[src/hw/ddr2_rd_pkg.sv]
// Shared types and constants for the DDR2 read-side sequencer.
// Assumes one 250 MHz clock and a mode that is held steady while commands flow.
package ddr2_rd_pkg;

    // ****************************************************************
    // Sizes
    // ****************************************************************
    localparam int NUM_BANKS = 8;
    localparam int BANK_W = 3;
    localparam int COL_W = 10;
    localparam int CNT_W = 6;
    localparam int PIPE_DEPTH = 16;

    // ****************************************************************
    // Timing: figures in ps, counts rounded up to whole clocks
    // ****************************************************************
    localparam int CLK_PERIOD_PS = 4000;
    localparam int T_RAS_PS = 40000;
    localparam int T_RTP_PS = 7500;
    localparam int T_RP_PS = 15000;
    localparam int T_RAS_CYC = (T_RAS_PS + CLK_PERIOD_PS - 1) / CLK_PERIOD_PS;
    localparam int T_RTP_CYC = (T_RTP_PS + CLK_PERIOD_PS - 1) / CLK_PERIOD_PS;
    localparam int T_RP_CYC = (T_RP_PS + CLK_PERIOD_PS - 1) / CLK_PERIOD_PS;
    localparam int MIN_RTP_CYC = 2;
    localparam int RTP_EFF_CYC = (T_RTP_CYC > MIN_RTP_CYC) ? T_RTP_CYC : MIN_RTP_CYC;
    localparam logic [CNT_W-1:0] RAS_LOAD = CNT_W'(T_RAS_CYC - 1);
    localparam logic [CNT_W-1:0] RTP_LOAD = CNT_W'(RTP_EFF_CYC - 1);
    localparam logic [CNT_W-1:0] RP_LOAD = CNT_W'(T_RP_CYC - 1);

    // ****************************************************************
    // Burst figures in clocks, and the column step per clock
    // ****************************************************************
    localparam logic [CNT_W-1:0] HALF_BL4 = 6'h02;
    localparam logic [CNT_W-1:0] HALF_BL8 = 6'h04;
    localparam logic [CNT_W-1:0] INTERRUPT_GAP = 6'h02;
    localparam logic [CNT_W-1:0] LAST_PREFETCH_BL8 = 6'h02;
    localparam logic [COL_W-1:0] COL_STEP = 10'h002;

    // ****************************************************************
    // Types
    // ****************************************************************
    typedef enum logic [2:0] {
        CMD_NOP,
        CMD_READ,
        CMD_WRITE,
        CMD_PRECHARGE,
        CMD_ACTIVATE
    } cmd_op_e;

    typedef struct packed {
        cmd_op_e op;
        logic [BANK_W-1:0] bank;
        logic auto_pre;
        logic [COL_W-1:0] col;
    } cmd_s;

    typedef struct packed {
        logic bl8;
        logic [2:0] al;
        logic [2:0] cl;
    } mode_s;

    typedef struct packed {
        logic valid;
        logic start;
        logic last;
        logic [BANK_W-1:0] bank;
        logic [COL_W-1:0] col;
    } rd_out_s;

    typedef struct packed {
        logic valid;
        logic [BANK_W-1:0] bank;
        logic [COL_W-1:0] col;
    } pipe_s;

endpackage : ddr2_rd_pkg

[src/hw/ddr2_rd_seq.sv]
// Read-side command sequencer of a DDR2 device: read latency, burst output,
// truncation by READ, and per-bank auto precharge with concurrent operation.
// Assumes commands are sampled on every rising mclk edge and mode is static.
`timescale 1ns/1ps
`default_nettype none

module ddr2_rd_seq (
    input wire logic mclk,
    input wire logic rst,
    input wire ddr2_rd_pkg::cmd_s cmd,
    input wire ddr2_rd_pkg::mode_s mode,
    output ddr2_rd_pkg::rd_out_s rd_out,
    output logic [ddr2_rd_pkg::NUM_BANKS-1:0] ap_fire,
    output logic [ddr2_rd_pkg::NUM_BANKS-1:0] bank_ready,
    output logic seq_err
);
    import ddr2_rd_pkg::*;

    // ****************************************************************
    // Command decode
    // ****************************************************************
    wire logic is_read = (cmd.op == CMD_READ);
    wire logic is_write = (cmd.op == CMD_WRITE);
    wire logic is_pre = (cmd.op == CMD_PRECHARGE);
    wire logic is_act = (cmd.op == CMD_ACTIVATE);
    wire logic [CNT_W-1:0] half_bl = mode.bl8 ? HALF_BL8 : HALF_BL4;
    wire logic [3:0] rl = {1'b0, mode.al} + {1'b0, mode.cl};
    wire logic [CNT_W-1:0] al_w = {3'h0, mode.al};

    // ****************************************************************
    // Spacing since the last READ
    // ****************************************************************
    logic [CNT_W-1:0] since_read;
    logic prev_cuttable;
    wire logic in_burst = since_read < half_bl;
    // only BL8 without AP, cut on prefetch edge
    wire logic legal_cut = prev_cuttable && (since_read == INTERRUPT_GAP);
    // reads closer than BL/2 are a breach
    wire logic bad_read = is_read && in_burst && !legal_cut;
    // no write or precharge into an open burst
    wire logic bad_other = (is_write || is_pre) && in_burst;
    wire logic next_seq_err = bad_read || bad_other;

    always_ff @(posedge mclk or posedge rst)
    begin
        if (rst)
        begin
            since_read <= 6'h3f;
            prev_cuttable <= 1'b0;
            seq_err <= 1'b0;
        end
        else
        begin
            since_read <= is_read ? 6'h01 : (since_read == 6'h3f ? since_read : since_read + 6'h01);
            if (is_read)
            begin
                prev_cuttable <= mode.bl8 && !cmd.auto_pre;
            end
            seq_err <= next_seq_err;
        end
    end

    // ****************************************************************
    // Read latency pipeline and burst output
    // ****************************************************************
    pipe_s [PIPE_DEPTH-1:0] rd_pipe;
    wire pipe_s next_entry = '{valid: is_read, bank: cmd.bank, col: cmd.col};
    // tap selects the read issued RL-1 clocks ago, so rd_out starts RL clocks after READ
    wire pipe_s tap = rd_pipe[rl - 4'h1];
    logic [CNT_W-1:0] beats_left;

    always_ff @(posedge mclk or posedge rst)
    begin
        if (rst)
        begin
            rd_pipe <= '0;
        end
        else
        begin
            rd_pipe <= {rd_pipe[PIPE_DEPTH-2:0], next_entry};
        end
    end

    always_ff @(posedge mclk or posedge rst)
    begin
        if (rst)
        begin
            rd_out <= '0;
            beats_left <= 6'h00;
        end
        else if (tap.valid)
        begin
            // a newer burst replaces the one in flight
            rd_out <= '{valid: 1'b1, start: 1'b1, last: 1'b0, bank: tap.bank, col: tap.col};
            beats_left <= half_bl - 6'h01;
        end
        else if (beats_left != 6'h00)
        begin
            rd_out.start <= 1'b0;
            rd_out.col <= rd_out.col + COL_STEP;
            rd_out.last <= (beats_left == 6'h01);
            beats_left <= beats_left - 6'h01;
        end
        else
        begin
            rd_out <= '0;
        end
    end

    // ****************************************************************
    // Per-bank timers and auto precharge
    // ****************************************************************
    logic [CNT_W-1:0] ras_cnt [NUM_BANKS];
    logic [CNT_W-1:0] rtp_cnt [NUM_BANKS];
    logic [CNT_W-1:0] ap_wait [NUM_BANKS];
    logic [CNT_W-1:0] rp_cnt [NUM_BANKS];
    logic [NUM_BANKS-1:0] ap_pend;
    // last prefetch is AL, or AL+2 for BL8
    wire logic [CNT_W-1:0] rtp_load = al_w + (mode.bl8 ? LAST_PREFETCH_BL8 : 6'h00) + RTP_LOAD;
    wire logic [CNT_W-1:0] ap_load = al_w + half_bl - 6'h01;

    genvar b;
    generate
        for (b = 0; b < NUM_BANKS; b++)
        begin : g_bank
            wire logic hit = (cmd.bank == BANK_W'(b));
            // fire only when AL+BL/2, tRAS and tRTP all met
            assign ap_fire[b] = ap_pend[b] && (ap_wait[b] == 6'h00) && (ras_cnt[b] == 6'h00)
                && (rtp_cnt[b] == 6'h00);
            assign bank_ready[b] = !ap_pend[b] && (rp_cnt[b] == 6'h00);

            always_ff @(posedge mclk or posedge rst)
            begin
                if (rst)
                begin
                    ras_cnt[b] <= 6'h00;
                    rtp_cnt[b] <= 6'h00;
                    ap_wait[b] <= 6'h00;
                    rp_cnt[b] <= 6'h00;
                    ap_pend[b] <= 1'b0;
                end
                else
                begin
                    ras_cnt[b] <= (hit && is_act) ? RAS_LOAD : (ras_cnt[b] != 6'h00 ? ras_cnt[b] - 6'h01 : 6'h00);
                    // tRTP floor of two clocks after last prefetch
                    rtp_cnt[b] <= (hit && is_read) ? rtp_load : (rtp_cnt[b] != 6'h00 ? rtp_cnt[b] - 6'h01 : 6'h00);
                    // A10 on READ arms auto precharge
                    if (hit && is_read && cmd.auto_pre)
                    begin
                        ap_pend[b] <= 1'b1;
                        ap_wait[b] <= ap_load;
                    end
                    else
                    begin
                        ap_pend[b] <= ap_pend[b] && !ap_fire[b];
                        ap_wait[b] <= (ap_wait[b] != 6'h00) ? ap_wait[b] - 6'h01 : 6'h00;
                    end
                    // tRP counted from the actual firing edge
                    if (ap_fire[b] || (hit && is_pre))
                    begin
                        rp_cnt[b] <= RP_LOAD;
                    end
                    else
                    begin
                        rp_cnt[b] <= (rp_cnt[b] != 6'h00) ? rp_cnt[b] - 6'h01 : 6'h00;
                    end
                end
            end

        end
    endgenerate
endmodule : ddr2_rd_seq

`default_nettype wire

[config.mk]
export PLATFORM = sky130hd
export DESIGN_NAME = ddr2_rd_seq
export DESIGN_NICKNAME = d
export VERILOG_FILES = /design/src/hw/ddr2_rd_pkg.sv /design/src/hw/ddr2_rd_seq.sv
export SDC_FILE = /design/constraint.sdc
export NUM_CORES = 1
export LEC_CHECK = 0
export BUFFER_PORTS_ARGS = -buffer_cell sky130_fd_sc_hd__clkbuf_2
export CORE_UTILIZATION = 55
export DETAILED_ROUTE_END_ITERATION = 10
export PLACE_DENSITY = 0.72
export SKIP_CTS_REPAIR_TIMING = 1
export SYNTH_ARGS = -nofsm -noshare
export SYNTH_HDL_FRONTEND = slang
export SYNTH_SLANG_ARGS = --single-unit
[constraint.sdc]
create_clock -name mclk -period 22.3 [get_ports mclk]
set_clock_uncertainty 0.05 [all_clocks]
set_input_delay 1.115 -clock mclk [delete_from_list [all_inputs] [get_ports mclk]]
set_output_delay 1.115 -clock mclk [all_outputs]
set_load 0.01 [all_outputs]
Yosys cells after proc, flatten, opt, wreduce, memory -nomap -nowiden
Index checks and enable logic that the tools add are counted.

Register bits: 454. Input bits: 26.

Add/subtract/negate cells: 42. Magnitude comparators: 2. Equal/unequal tests: 16. Mux-type cells: 85. Reductions and logical operators: 172.

Operators by type and width (number): 6-bit 2-to-1 mux (68); 6-bit nonzero test (33); 6-bit by 1-bit subtractor with 6-bit output, second input constant (33); 6-bit logical NOT (32); 1-bit logical AND (77); 14-bit binary-select mux with 4-bit select (1); 1-bit logical NOT (18); 16-bit 2-to-1 mux (1); 3-bit equality test, second input constant (5); 14-bit 2-to-1 mux (1); 3-bit by 2-bit equality test with 1-bit output, second input constant (4); 10-bit by 2-bit adder with 10-bit output, second input constant (1); 1-bit logical OR (10); 1-bit 2-to-1 mux (10); 10-bit 2-to-1 mux (1); 3-bit by 3-bit adder with 4-bit output (2); 6-bit by 1-bit adder with 6-bit output, second input constant (1); 3-bit by 1-bit equality test with 1-bit output, second input constant (2); 6-bit by 1-bit equality test with 1-bit output, second input constant (1); 6-bit by 2-bit equality test with 1-bit output, second input constant (1); 6-bit equality test, second input constant (1); 6-bit by 3-bit < comparator with 1-bit output (1); 3-bit 2-to-1 mux (2); 4-bit by 1-bit adder with 5-bit output, second input constant (1); other kinds (9) (10).

Longest topological paths before layout
Word-level depth: 7. Mapped depth: 14. Mapped depth without buffers: 10.

Worst setup path before layout
OpenSTA, ideal clock, no wires.

Path type: input port to flip-flop. Start point: input mode[1] (netlist name). End point: register rd_out[2] (netlist name). Library setup time: 0.125 ns. Arrival: 3.394 ns. Path slack: 18.730 ns. Stages: 13. Path buffers: 3. Cells stage by stage: inv_1 ha_1 inv_1 ha_1 inv_1 fa_1 xnor2_1 clkbuf_1 nand3_1 and4_1 buf_2 buf_6 mux2_4.

Word-level cells in the longest chain between the ends: 5.

RTL lines: from (decl) (RTL line ddr2_rd_seq.sv:11) `input wire ddr2_rd_pkg::mode_s mode,`; 3-bit by 3-bit adder with 4-bit output (RTL line ddr2_rd_seq.sv:27) `wire logic [3:0] rl = {1'b0, mode.al} + {1'b0, mode.cl};`; 4-bit by 1-bit subtractor with 4-bit output (RTL line ddr2_rd_seq.sv:69) `wire pipe_s tap = rd_pipe[rl - 4'h1];`; 14-bit binary-select mux with 4-bit select (RTL line ddr2_rd_seq.sv:69); 14-bit 2-to-1 mux (not written as such) (RTL line ddr2_rd_seq.sv:69); 16-bit 2-to-1 mux (RTL line ddr2_rd_seq.sv:91) `else if (tap.valid)`; to (signal assigned) (RTL line ddr2_rd_seq.sv:94) `rd_out <= '{valid: 1'b1, start: 1'b1, last: 1'b0, bank: tap.bank, col: tap.col};`; to (decl) (RTL line ddr2_rd_seq.sv:12) `output ddr2_rd_pkg::rd_out_s rd_out,`.

No other way between the ends. The select of a mux whose other input is x is not followed. A chain may end at the register's enable or synchronous reset.

Final worst setup path
Start point: input mode[3] (netlist name). End point: register rd_out[1] (netlist name).

Same word-level chain as after synthesis.

==> impl_metrics.csv <==
group,metric,value,unit
power,power.density,130,nW/um2
power,leakage,9.66,nW
synthesis,synthFlopType,"dfrtp_1",
routing,vias_per_cell,5.66,
status,status,"complete, no violations",
synthesis,ys_warn_count,0,
routing,vias,12090,
min_path,hold_path.class,"reg -> reg",
critical_path,reg2reg_to,"rd_out[1]",
floorplan,die_area,35700,um2
routing,drc,0,
critical_path,critPathKind,"in -> reg",
timing,fin_crit,4670,ps
critical_path,cp_slowest_cell,"and4_1",
synthesis,synth_edf_count,0,
clock_tree,ctsRootBufferMaster,"clkbuf_16",
critical_path,crit_path_cell_trace,"clkbuf_2 -> inv_1 -> ha_4 -> inv_1 -> ha_2 -> inv_1 -> fa_1 -> buf_4 -> inv_1 -> nand3_1 -> and4_1 -> mux2_2",
synthesis,ys_async_sr_fraction,100,%
global_routing,grt_max_degree,181,
routing,drtAntennaViolNets,0,
timing,worst_pin_slew,1240,ps
routing,firstDrtPassIters,4,
floorplan,std_cell_rows,68,
clock_tree,cts_buffers,46,
global_routing,grt_pass1_vias,12537,
place,io_buffers,58,
global_routing,antenna_found_initial,1,
floorplan,io_pins,59,
timing,drv_slew,0,
timing,final.setup.tns,0,ps
cells_and_area,num_antenna_cells,0,
cells_and_area,nets,1747,
critical_path,crit_fanout,37,
power,peakVddDrop,90.5,uV
synthesis,ys_top_cells_by_area,"dfrtp_1, mux4_2, ha_1",
power,total_power,0.00278,W
critical_path,cp.arrival,5050,ps
timing,hold_viol_final,0,
synthesis,ys_ff_latch,454,
synthesis,synth.top_cell.area_share,58.3,%
synthesis,syn_nets,1670,
critical_path,cp-end-kind,"flop",
timing,timing.slew.headroom,17.1,%
clock_tree,htree_num_levels,2,
critical_path,worst_path_most_repeated_cell,"inv_1",
synthesis,synth_commonest_cells,"dfrtp_1, nor2_1, inv_1, nor3_1, nand2_1",
critical_path,critPathTopFamily,"buffers and inverters",
critical_path,startpoint_type,"primary input",
floorplan,start_util,55.8,%
global_routing,grt_pass1_wl,63400,um
synthesis,synth.largest_area_cell,"dfrtp_1",
cells_and_area,drive_gt1_share,13.9,%
clock_tree,cts_buffer_depth,3,
flow_run,drv_cap,0,
timing,setup-violations-final,0,
critical_path,crit_end,"rd_out[1]",
critical_path,r2r-start,"rd_pipe[167]",
place,placed_area,20000,um2
critical_path,worst-path-buf-inv,6,
synthesis,ys_seq_area_share,59.1,%
global_routing,grt_util_all_layers,22.1,%
timing,clock.fmax,0.214,GHz
clock_tree,cts_tree,"built",
place,dpl.hpwl,24100,um
floorplan,die-width,189,um
floorplan,coreArea,34500,um2
cells_and_area,areaGrowthSynthToFinish,11.6,%
routing,drtIter0Drc,555,
routing,post_drt_wl_per_cell,17.5,um
timing,fin_crit_sh,21.0,%
synthesis,synth_area_per_cell,12.2,um2
synthesis,netlist_instances,1576,
clock_tree,clock-sinks,454,
critical_path,worst-path-stages,12,
clock_tree,clk_pin_slew,60,ps
critical_path,startpoint,"mode[3]",
place,gp_congestion,0.808,
critical_path,crit_path_max_incr_delay,920,ps
synthesis,yosysUniqueCellTypes,59,
clock_tree,clock_latency,560,ps
synthesis,yosysMostFrequentCell,"dfrtp_1",
cells_and_area,nFillCells,2677,
floorplan,die_h,189,um
timing,rsz0062_at_grt,"no",
synthesis,netlist_area,19200,um2
critical_path,r2r_slack,19850,ps
critical_path,worstPathRequired,22680,ps
global_routing,grt-ovfl-total,0,
routing,wl,37400,um
critical_path,r2r_cells,4,
cells_and_area,final_area,21500,um2
-- flip-flops by register name (all words and copies together), names as in the netlist --
| register | flops |
|---|---|
| rp_cnt | 48 |
| ras_cnt | 48 |
| ap_pend | 8 |
| rd_out | 16 |
| prev_cuttable | 1 |
| beats_left | 6 |
| rtp_cnt | 48 |
| seq_err | 1 |
| since_read | 6 |
| rd_pipe | 224 |
| ap_wait | 48 |
-- metrics by stage --
step | cells | setup slack (ps) | util (%) | hold slack, ps
after global routing | 2137 | 17380 | 62.3 | 308
after detailed placement | 2060 | 17040 | 58.1 | 305
after CTS | 2137 | 17600 | 62.3 | 307
after floorplan | 1576 | 8490 | - | 299
final | 2137 | 17630 | 62.3 | 308
after global placement | 2060 | 17160 | 58.1 | 301
-- routing by layer --
metal	share of wire, %	GRT usage (%)
met1	44	29.8
met2	49	36.8
met3	3.6	3.35
met4	2.9	7.63
met5	0.021	0
-- final cells by class --
type,count,area [um2],share of cell area (%)
flip-flops and latches,454,11400,53.0
inverters,107,409,1.91
repair buffers,68,378,1.76
multi-input cells,976,7310,34.1
clock buffers,68,1340,6.26
well taps,455,569,2.65
clock inverters,9,88.8,0.414
-- placed cells by master (no fill, tap or decap), types with 8 or more instances in the layout --
cell and n:
and3_1 12, nand3_1 76, a21o_1 9, ha_1 63, clkbuf_1 11, or3_1 8, xnor2_1 68, buf_4 9
nor3_1 101, nand2b_1 27, and2_1 13, o21ai_0 50, nand2_1 90, nor3b_1 8, inv_1 106, mux2i_1 32
nor2b_1 17, dfrtp_1 448, and4_1 9, xor2_1 31, clkbuf_16 46, nor2_1 111, a21oi_1 33, mux4_2 56
clkbuf_2 58, o21bai_1 14, clkbuf_8 11, o22ai_1 54
-- logic make-up (layout without fill, tap and decap cells) --
kind of cell | after synthesis | count (layout) | share of synthesized area, %
AO/OA/AOI/OAI | 194 | 194 | 6.18
flip-flops | 454 | 454 | 59.1
XOR/XNOR | 101 | 101 | 4.70
buffers and inverters | 146 | 252 | 3.06
multiplexers | 96 | 96 | 8.73
AND/OR/NAND/NOR | 517 | 517 | 13.7
adder cells (fa/ha/maj) | 68 | 68 | 4.54
-- power breakdown --
part / switching (W) / internal, W / leakage, nW / total (W)
Combinational: 0.000416 / 0.000389 / 3.58 / 0.000805
Sequential: 0.000184 / 0.00106 / 5.38 / 0.00124
Clock: 0.000307 / 0.000426 / 0.696 / 0.000733
-- worst reg2reg max path, stage by stage, from the launching register on --
cell and delay, ps:
dfrtp_1 400, mux4_2 460, nand3_1 90, and4_1 920, mux2_2 420
-- how the worst min path moves through the flow --
| stage | from | to | slack (ps) | cells after the start |
|---|---|---|---|---|
| finish | rd_pipe[25] | rd_pipe[39] | 310 | 0 |
| global route | rd_pipe[25] | rd_pipe[39] | 310 | 0 |
| CTS | rd_pipe[25] | rd_pipe[39] | 310 | 0 |
| detailed placement | rd_pipe[162] | rd_pipe[176] | 300 | 0 |
| global placement | rd_pipe[206] | rd_pipe[220] | 300 | 0 |
| floorplan | rd_pipe[99] | rd_pipe[113] | 300 | 0 |
No activity file was read; power rests on OpenSTA's default activity.
